--- src/nfc_defines.vh ---
// Constants for the numeric format converter: opcodes, limits, timing.
// Assumes it is included by bare name from the converter design file.
`ifndef NFC_DEFINES_VH
`define NFC_DEFINES_VH

// ----------------------------------------------------------------------
// Conversion opcodes.
// ----------------------------------------------------------------------
`define NFC_OP_W 4
`define NFC_SHORT_TO_REAL 4'h0
`define NFC_LONG_TO_REAL 4'h1
`define NFC_REAL_TO_SHORT 4'h2
`define NFC_REAL_TO_LONG 4'h3
`define NFC_WORD_TO_DEC 4'h4
`define NFC_LONG_TO_DEC 4'h5
`define NFC_DEC_TO_WORD 4'h6
`define NFC_DEC_TO_LONG 4'h7
`define NFC_WORD_TO_REFL 4'h8
`define NFC_LONG_TO_REFL 4'h9

// ----------------------------------------------------------------------
// Range limits.
// ----------------------------------------------------------------------
`define NFC_WORD_DEC_MAX 32'h0000270F
`define NFC_LONG_DEC_MAX 32'h05F5E0FF
`define NFC_SHORT_MAX 32'h00007FFF
`define NFC_SHORT_MIN 32'hFFFF8000
`define NFC_LONG_MAX 32'h7FFFFFFF
`define NFC_LONG_MIN 32'h80000000
`define NFC_FLT_BIAS 8'h7F

// ----------------------------------------------------------------------
// Timing: cycles from the accepted start to the completion strobe.
// ----------------------------------------------------------------------
`define NFC_LATENCY 2

`endif

--- src/nfc_converter.v ---
// Numeric format converter: integer/float, binary/BCD, binary/Gray.
// Assumes the sequencer presents operands on ports, synchronous to clock.
`timescale 1ns/100ps

// Operation
// - Convert and write destination only while enable is asserted; the write comes two cycles after the start even if enable drops.
// - Signed 16-bit integer converts to single-precision float pair.
// - Signed 32-bit integer from two units converts to float pair.
// - 32-bit operands occupy two consecutive 16-bit units.
// - Float to short drops the fraction, 10000.5 gives 10000.
// - Float to short sets zero for 0, borrow on dropped fraction.
// - Float to short saturates at 32767 or -32768 and sets carry.
// - Float to long drops the fraction into a destination pair.
// - Float to long sets zero, borrow and carry flags likewise.
// - Float to long saturates at 2147483647 and -2147483648.
// - Word to decimal gives four packed BCD digits.
// - Word to decimal above 9999 raises error, destination kept.
// - Long to decimal gives eight packed BCD digits in a pair.
// - Long to decimal above 99999999 raises error, destination kept.
// - Decimal to word converts packed BCD, 0x5555 gives 0x15B3.
// - Invalid BCD nibble in decimal to word raises error.
// - Decimal to long converts 32-bit packed BCD to binary.
// - Decimal to long checks every digit; bad digit raises error.
// - Word to reflected gives 16-bit Gray, 0xAAAA gives 0xFFFF.
// - Long to reflected gives 32-bit Gray in a register pair.
// - Zero and carry flags are dedicated status outputs.
module nfc_converter (
  input wire clock,
  input wire rst_b,
  input wire enable,
  input wire [3:0] op_code,
  input wire [15:0] src_lo,
  input wire [15:0] src_hi,
  output reg [15:0] dst_lo_r,
  output reg [15:0] dst_hi_r,
  output reg dst_we_r,
  output reg dst_pair_r,
  output reg zero_flag_r,
  output reg borrow_flag_r,
  output reg carry_overflow_flag_r,
  output reg operand_error_r,
  output reg done_r
);
`include "nfc_defines.vh"

  // ----------------------------------------------------------------------
  // States.
  // ----------------------------------------------------------------------
  localparam ST_IDLE = 3'b001;
  localparam ST_WAIT = 3'b010;
  localparam ST_HOLD = 3'b100;
  // Last wait count; cut to the 2-bit counter on purpose where it is used.
  localparam [31:0] LAT_LAST = `NFC_LATENCY - 1;

  // Signed integer to IEEE single, truncating extra mantissa bits.
  function [31:0] int_to_real;
    input [31:0] v;
    reg sgn;
    reg [31:0] mag;
    reg [31:0] nrm;
    integer i;
    integer msb;
    begin
      sgn = v[31];
      mag = sgn ? (~v + 32'h00000001) : v;
      msb = 0;
      for (i = 0; i < 32; i = i + 1) begin
        if (mag[i]) begin
          msb = i;
        end
      end
      nrm = mag << (31 - msb);
      if (mag == 32'h00000000) begin
        int_to_real = 32'h00000000;
      end else begin
        int_to_real = {sgn, `NFC_FLT_BIAS + msb[7:0], nrm[30:8]};
      end
    end
  endfunction

  // Float to signed integer of 16 or 32 bits; returns {carry, borrow, val}.
  function [33:0] real_to_int;
    input [31:0] f;
    input is_long;
    reg [7:0] ex;
    reg [63:0] wide;
    reg [31:0] mag;
    reg [31:0] res;
    reg frac;
    reg ovf;
    integer sh;
    begin
      ex = f[30:23];
      wide = {40'h0000000000, 1'b1, f[22:0]};
      mag = 32'h00000000;
      frac = 1'b0;
      ovf = 1'b0;
      sh = ex - 150;
      if (ex == 8'h00) begin
        frac = (f[22:0] != 23'h000000);
      end else if (ex < `NFC_FLT_BIAS) begin
        frac = 1'b1;
      end else if (ex > 8'h9E) begin
        ovf = 1'b1;
      end else if (sh >= 0) begin
        wide = wide << sh;
        mag = wide[31:0];
      end else begin
        mag = wide[31:0] >> (-sh);
        frac = ((wide[31:0] << (32 + sh)) != 32'h00000000);
      end
      res = f[31] ? (~mag + 32'h00000001) : mag;
      if (is_long) begin
        if (ovf || (!f[31] && mag > `NFC_LONG_MAX) ||
            (f[31] && mag > `NFC_LONG_MIN)) begin
          ovf = 1'b1;
          res = f[31] ? `NFC_LONG_MIN : `NFC_LONG_MAX;
        end
      end else begin
        if (ovf || (!f[31] && mag > `NFC_SHORT_MAX) ||
            (f[31] && mag > 32'h00008000)) begin
          ovf = 1'b1;
          res = f[31] ? `NFC_SHORT_MIN : `NFC_SHORT_MAX;
        end
      end
      real_to_int = {ovf, frac & ~ovf, res};
    end
  endfunction

  // Binary to packed BCD by shift-and-add-three, eight digits.
  function [31:0] bin_to_dec;
    input [31:0] v;
    reg [63:0] s;
    integer i;
    integer d;
    begin
      s = {32'h00000000, v};
      for (i = 0; i < 32; i = i + 1) begin
        for (d = 0; d < 8; d = d + 1) begin
          if (s[32 + 4 * d +: 4] > 4'h4) begin
            s[32 + 4 * d +: 4] = s[32 + 4 * d +: 4] + 4'h3;
          end
        end
        s = s << 1;
      end
      bin_to_dec = s[63:32];
    end
  endfunction

  // Packed BCD to binary; bit 32 flags any nibble above nine.
  function [32:0] dec_to_bin;
    input [31:0] v;
    reg [31:0] acc;
    reg bad;
    integer d;
    begin
      acc = 32'h00000000;
      bad = 1'b0;
      for (d = 7; d >= 0; d = d - 1) begin
        if (v[4 * d +: 4] > 4'h9) begin
          bad = 1'b1;
        end
        acc = (acc << 3) + (acc << 1) + {28'h0000000, v[4 * d +: 4]};
      end
      dec_to_bin = {bad, acc};
    end
  endfunction

  reg [2:0] state_r;
  reg [2:0] state_nxt;
  reg [1:0] count_r;
  reg [31:0] res_r;
  reg [31:0] res_nxt;
  reg err_r;
  reg err_nxt;
  reg zf_nxt;
  reg bf_nxt;
  reg cf_nxt;
  reg [2:0] flags_r;
  reg pair_r;
  reg pair_nxt;
  reg [33:0] rt;
  reg [32:0] db;

  // 32-bit operands arrive as a pair, low unit first.
  wire [31:0] src_long = {src_hi, src_lo};
  wire [31:0] src_short = {{16{src_lo[15]}}, src_lo};
  wire [31:0] src_word = {16'h0000, src_lo};

  // ----------------------------------------------------------------------
  // Conversion datapath, evaluated on the operands of the start cycle.
  // ----------------------------------------------------------------------
  always @* begin
    res_nxt = 32'h00000000;
    err_nxt = 1'b0;
    bf_nxt = 1'b0;
    cf_nxt = 1'b0;
    pair_nxt = 1'b1;
    rt = real_to_int(src_long, 1'b0);
    db = dec_to_bin(src_long);
    case (op_code)
      `NFC_SHORT_TO_REAL: begin
        res_nxt = int_to_real(src_short);
      end
      `NFC_LONG_TO_REAL: begin
        res_nxt = int_to_real(src_long);
      end
      `NFC_REAL_TO_SHORT: begin
        res_nxt = rt[31:0];
        bf_nxt = rt[32];
        cf_nxt = rt[33];
        pair_nxt = 1'b0;
      end
      `NFC_REAL_TO_LONG: begin
        rt = real_to_int(src_long, 1'b1);
        res_nxt = rt[31:0];
        bf_nxt = rt[32];
        cf_nxt = rt[33];
      end
      `NFC_WORD_TO_DEC: begin
        err_nxt = (src_word > `NFC_WORD_DEC_MAX);
        res_nxt = bin_to_dec(src_word);
        pair_nxt = 1'b0;
      end
      `NFC_LONG_TO_DEC: begin
        err_nxt = (src_long > `NFC_LONG_DEC_MAX);
        res_nxt = bin_to_dec(src_long);
      end
      `NFC_DEC_TO_WORD: begin
        db = dec_to_bin(src_word);
        err_nxt = db[32];
        res_nxt = db[31:0];
        pair_nxt = 1'b0;
      end
      `NFC_DEC_TO_LONG: begin
        err_nxt = db[32];
        res_nxt = db[31:0];
      end
      `NFC_WORD_TO_REFL: begin
        res_nxt = src_word ^ (src_word >> 1);
        pair_nxt = 1'b0;
      end
      `NFC_LONG_TO_REFL: begin
        res_nxt = src_long ^ (src_long >> 1);
      end
      default: begin
        err_nxt = 1'b1;
        pair_nxt = 1'b0;
      end
    endcase
    zf_nxt = pair_nxt ? (res_nxt == 32'h00000000) :
      (res_nxt[15:0] == 16'h0000);
  end

  // Sequencer: an enabled start runs once; enable must drop before the
  // next execution, which keeps a held enable from spraying results.
  always @* begin
    state_nxt = state_r;
    case (state_r)
      ST_IDLE: begin
        if (enable) begin
          state_nxt = ST_WAIT;
        end
      end
      ST_WAIT: begin
        if (count_r == 2'd0) begin
          state_nxt = ST_HOLD;
        end
      end
      ST_HOLD: begin
        if (!enable) begin
          state_nxt = ST_IDLE;
        end
      end
      default: begin
        state_nxt = ST_IDLE;
      end
    endcase
  end

  // ----------------------------------------------------------------------
  // Registers; outputs all come from flip-flops.
  // ----------------------------------------------------------------------
  always @(posedge clock or negedge rst_b) begin
    if (!rst_b) begin
      state_r <= ST_IDLE;
      count_r <= 2'd0;
      res_r <= 32'h00000000;
      err_r <= 1'b0;
      flags_r <= 3'b000;
      pair_r <= 1'b0;
      dst_lo_r <= 16'h0000;
      dst_hi_r <= 16'h0000;
      dst_we_r <= 1'b0;
      dst_pair_r <= 1'b0;
      zero_flag_r <= 1'b0;
      borrow_flag_r <= 1'b0;
      carry_overflow_flag_r <= 1'b0;
      operand_error_r <= 1'b0;
      done_r <= 1'b0;
    end else begin
      state_r <= state_nxt;
      dst_we_r <= 1'b0;
      operand_error_r <= 1'b0;
      done_r <= 1'b0;
      if (state_r == ST_IDLE && enable) begin
        count_r <= LAT_LAST[1:0];
        res_r <= res_nxt;
        err_r <= err_nxt;
        flags_r <= {zf_nxt, bf_nxt, cf_nxt};
        pair_r <= pair_nxt;
      end else if (state_r == ST_WAIT) begin
        count_r <= count_r - 2'd1;
        if (count_r == 2'd0) begin
          done_r <= 1'b1;
          operand_error_r <= err_r;
          if (!err_r) begin
            // Destination and flags only move on a good result.
            dst_lo_r <= res_r[15:0];
            dst_hi_r <= pair_r ? res_r[31:16] : 16'h0000;
            dst_we_r <= 1'b1;
            dst_pair_r <= pair_r;
            zero_flag_r <= flags_r[2];
            borrow_flag_r <= flags_r[1];
            carry_overflow_flag_r <= flags_r[0];
          end
        end
      end
    end
  end
endmodule // nfc_converter

--- config.mk ---
export PLATFORM = sky130hd
export DESIGN_NAME = nfc_converter
export DESIGN_NICKNAME = d
export VERILOG_FILES = /design/src/nfc_converter.v
export VERILOG_INCLUDE_DIRS = /design/src
export SDC_FILE = /design/constraint.sdc
export NUM_CORES = 2
export LEC_CHECK = 0
export BUFFER_PORTS_ARGS = -buffer_cell sky130_fd_sc_hd__buf_2
export CAP_MARGIN = 25
export CORE_MARGIN = 1
export CORE_UTILIZATION = 67
export DETAILED_ROUTE_END_ITERATION = 10
export PLACE_DENSITY = 0.84
export SKIP_LAST_GASP = 1
export SYNTH_ARGS = -nofsm -noshare
export SYNTH_HDL_FRONTEND = slang
export SYNTH_SLANG_ARGS = --single-unit
--- constraint.sdc ---
create_clock -name clock -period 7.77 [get_ports clock]
set_input_delay 0.777 -clock clock [delete_from_list [all_inputs] [get_ports clock]]
set_output_delay 0.777 -clock clock [all_outputs]
set_load 0.005 [all_outputs]
==> reports/qor.log, run 1 <==
qor: floorplan.die_y 275.3 um
qor: yosys.net_count_after_synthesis 7,765
qor: yosys.synthFlopType dfrtp_1
qor: yosys.synth_edf_count 0
qor: place.dpl.hpwl 225.8 mm
qor: yosys.netlist_area_pre_place 0.05003 mm^2
qor: status.outcome aborted with a tool error
qor: yosys.synth_top_area_share 14.23%
qor: place.place_congestion 1.264
qor: floorplan.placementRows 99
qor: floorplan.io-pin-count 78
qor: yosys.synthArstFlopShare 100.0%
qor: yosys.netlist-cell-type-count 150
qor: floorplan.initial_cell_density_of_the_core 68.11%
qor: yosys.post_synth_inst_count 7,139
qor: yosys.ys_ff_latch 81
qor: yosys.synth-warning-count 0
qor: yosys.synth_largest_area_cell ha_1
qor: yosys.synth.area.top_cells ha_1, a21oi_1, mux2i_1
qor: status.error_message [ERROR DPL-0033] detailed placement checks failed during check placement.
qor: place.portBuffers 77
qor: floorplan.floorplan_die_width 275.3 um
qor: yosys.avgSynthCellArea 7.008 um^2
qor: status.lastStage detailed placement
qor: yosys.synth_sequential_area_ratio 4.054%
## through the flow
stage | hold WS, ns | instances | setup TNS, ns
after floorplan | 0.4386 | 7139 | -510.14
after global placement | 0.4450 | 10260 | -483.68
## Yosys cell counts, types with 64 or more instances
library cell  number
nand2b_1          64
and2_1           100
clkbuf_1         248
o21ai_0          417
nand3_1          235
mux2i_1          262
nor3_1           215
xnor2_1          253
a31oi_1          112
a21o_1            87
dfrtp_1           80
o211ai_1         114
nand2_1          691
nand4_1          103
a211oi_1          94
nor2_1           548
inv_1            359
ha_1             569
buf_2             68
or3_1             74
o21bai_1          70
mux2_2            86
a21oi_1          558
nor4_1            72
o2111ai_1         64
xor2_1            91
## kinds of logic after synthesis
family	Yosys count	synth area share [%]
AOI/OAI and AO/OA	2492	35.49
xor gates and xnor gates	355	6.414
adders and majority gates	589	14.99
buffers and inverters	783	6.354
DFF	81	4.054
muxes	381	8.460
and+or+nand+nor	2458	24.24
==> run 2: changes to the inputs <==
CORE_UTILIZATION = 40   (was 67)
PLACE_DENSITY = default   (was 0.84)
PLACE_DENSITY_LB_ADDON = 0.15   (was default)
==> run 2 against run 1 <==
  * The flow now finishes, with violations (setup timing)
  * Area after synthesis stayed put
  * Synthesized cell count stayed put
==> reports/qor.log, run 2 <==
qor: status.outcome finished with violations
qor: status.failed_checks setup timing
qor: setup_path.critical_path_class in2reg
qor: setup_path.timing.critical_path.to_type flip-flop
qor: cells_and_area.area_delta_synth_final 58.10%
qor: cts.clk_root_buffer_cell clkbuf_16
qor: yosys.synthArstFlopShare 100.0% [unchanged]
qor: timing.finalMaxSlewViolations 0
qor: floorplan.initial_cell_density_of_the_core 40.36% [-28 points]
qor: floorplan.io-pin-count 78 [unchanged]
qor: min_path.min-delay-path-class in2async
qor: cts.cts_num_sinks 81
qor: floorplan.floorplan_die_width 355.7 um [+29%]
qor: setup_path.worst_path_largest_cell_delay 0.55 ns
qor: timing.worst_clock_skew 0.008227 ns
qor: yosys.synth_top_area_share 14.23% [unchanged]
qor: global_route.grt_start_max_net_pins 82
qor: timing.min_period 25.76 ns
qor: global_route.globalRouteOverflowTotal 0
qor: timing.rsz0062_at_grt true
qor: setup_path.critical_path_arrival 25.95 ns
qor: drt.route.top_layer_used met5
qor: place.portBuffers 77 [unchanged]
qor: cells_and_area.finalNonFillerCells 11,480
qor: drt.met2_wirelength 102.2 mm
qor: timing.clock.fmax 38.82 MHz
qor: global_route.wire_length_of_the_first_global_routing_pass 341.9 mm
qor: floorplan.core_area 0.1240 mm^2
qor: floorplan.design.die.area 0.1265 mm^2
qor: global_route.track_usage 32.74%
qor: drt.dr_wl_met3 11.14 mm
qor: yosys.dominant_cell_by_count_in_the_synthesized_netlist nand2_1
qor: place.placedCellCount 11,210
qor: yosys.synth.area.top_cells ha_1, a21oi_1, mux2i_1
qor: cells_and_area.most-common-layout-cells buf_4, nand2_1, nor2_1, a21oi_1, ha_1
qor: cts.maximum_root_to_sink_buffer_count 2
qor: drt.routedLengthMet1 95.39 mm
qor: setup_path.required 7.96 ns
qor: drt.detail_route.first_pass.iterations 6
qor: drt.drc_markers 0
qor: yosys.synth_sequential_area_ratio 4.054% [unchanged]
qor: yosys.netlist_top_cells_count nand2_1, ha_1, a21oi_1
qor: cts.ctsHtreeMaxLevel 3
qor: setup_path.critical_path_buf_inv_count 24
qor: cells_and_area.drive_above_1_share 42.71%
qor: cts.number_of_buffers_created_by_cts 9
qor: cells_and_area.biggestRegsByFlops res_r x32, dst_hi_r x16, dst_lo_r x16
qor: setup_path.r2r-start state_r[1]
qor: drt.vias 66,830
qor: setup_path.cp_max_delay_cell or4_4
qor: floorplan.die_y 355.7 um [+29%]
qor: timing.relSlewSlack 27.58%
qor: cells_and_area.fill_cells 11,200
qor: yosys.synth-warning-count 0 [unchanged]
qor: timing.tightestPinTransition 1.086 ns
qor: drt.via_per_inst 5.820
qor: global_route.antenna_found_initial 4
qor: cells_and_area.max_reg_flops 32
qor: yosys.post_synth_inst_count 7,139 [unchanged]
qor: yosys.netlist_area_pre_place 0.05003 mm^2 [unchanged]
qor: yosys.net_count_after_synthesis 7,765 [unchanged]
qor: timing.fin_ws -17.99 ns
qor: drt.avgRoutedWirePerCell 19.03 um
qor: flow_run.max_cap_viols 0
qor: drt.detailedRoute.firstIterationViolations 5,479
qor: yosys.synthFlopType dfrtp_1
qor: floorplan.placementRows 129 [+30%]
qor: timing.setup_tns -484.06 ns
qor: setup_path.cpLargestDelayFamily simple AND/OR/NAND/NOR gates
qor: cts.worst_skew_pair.late_latency 0.33 ns
qor: timing.setup_violations 32
qor: setup_path.cp_launch_point src_hi[14]
qor: place.dpl.hpwl 177.6 mm [-21%]
qor: place.place_congestion 1.036 [-18%]
qor: cells_and_area.layout.nets 10,460
qor: yosys.ys_ff_latch 81 [unchanged]
qor: cells_and_area.final_common_cell buf_4
qor: yosys.synth_largest_area_cell ha_1
qor: setup_path.timing.critical_path.from_type input pin
qor: cts.clkTransAtPathRegs 0.07 ns
qor: cells_and_area.regMostFlops res_r
qor: cells_and_area.seq_area 0.002028 mm^2
qor: yosys.netlist-cell-type-count 150 [unchanged]
qor: global_route.grt_pass1_vias 63,920
qor: drt.detail-route-antenna-nets 0
qor: setup_path.critPathMostFrequentCell ha_4
qor: timing.hold_violations 0
qor: timing.hold_slack 0.4326 ns
qor: drt.wl 218.5 mm
qor: timing.min_period_over_period 331.5%
qor: yosys.synth_edf_count 0 [unchanged]
qor: cts.cts_tree built
qor: place.place_ws -18.99 ns
qor: setup_path.worstPathMaxFanout 6
qor: yosys.avgSynthCellArea 7.008 um^2 [unchanged]
qor: cells_and_area.multiInputGateArea 0.04988 mm^2
## run 2: what timing repair did
action / CTS / global route
gates cloned: 0 / 2
endpoints found under the setup margin: 34 / 34
pin swaps: 168 / 261
gates resized for setup: 214 / 357
buffers inserted: 136 / 132
hold buffers: 0 / 0
## run 2: cells by family after synthesis
family	after synthesis	synth area share, %
AO/OA/AOI/OAI	2492	35.49
AND/OR/NAND/NOR	2458	24.24
buffers and inverters	783	6.354
adder cells (fa/ha/maj)	589	14.99
multiplexers	381	8.460
XOR/XNOR	355	6.414
flip-flops	81	4.054
## run 2: area by class of cell
type                    instances  share of cell area [%]
clock buffers                  10                  0.2895
diodes                          2                0.006327
inverters                     395                   1.958
well taps                    1637                   2.589
repair buffers               3076                   29.46
clock inverters                 6                 0.08225
flip-flops and latches         81                   2.564
multi-input cells            6275                   63.05
## run 2: path summary, 6_finish.rpt
check	end	slack [ns]	depth (start not counted)
worst max-delay path	res_r[29]	-17.99	145
worst min-delay path	dst_lo_r[9]	0.43	1
worst max register to register	flags_r[2]	4.25	15
worst min register to register	dst_hi_r[3]	0.46	2
max in group asynchronous	state_r[0]	6.67	2
min in group clock	dst_hi_r[3]	0.46	2
## run 2: per-stage QoR
step | utilization, % | instance area (um^2)
final | 63.82 | 79100
after global routing | 63.81 | 79100
after CTS | 61.72 | 76510
after detailed placement | 59.83 | 74160
after global placement | 59.83 | 74160
after floorplan | - | 53210
## run 2: routing by layer
layer / up-vias / GRT usage, %
li1: 32620 / -
met1: 31700 / 42.54
met2: 2098 / 56.19
met3: 410 / 2.192
met4: 2 / 12.67
met5: - / 0
## run 2: worst reg2reg max path, cell delays in order, from the launching register on
cell	delay, ns
dfrtp_1	0.41
nor2b_1	0.16
nand2_1	0.17
nor2_1	0.13
buf_4	0.19
nand3_1	0.14
a21oi_1	0.24
o211ai_1	0.18
buf_4	0.20
or4_1	0.39
nor4_1	0.28
nand4_1	0.18
nor4_1	0.29
buf_4	0.17
nand4_1	0.09
o31ai_1	0.22
Power of run 2 is not shown: default switching activity piles up to over one toggle a cycle in this logic, so the estimate is an artifact.
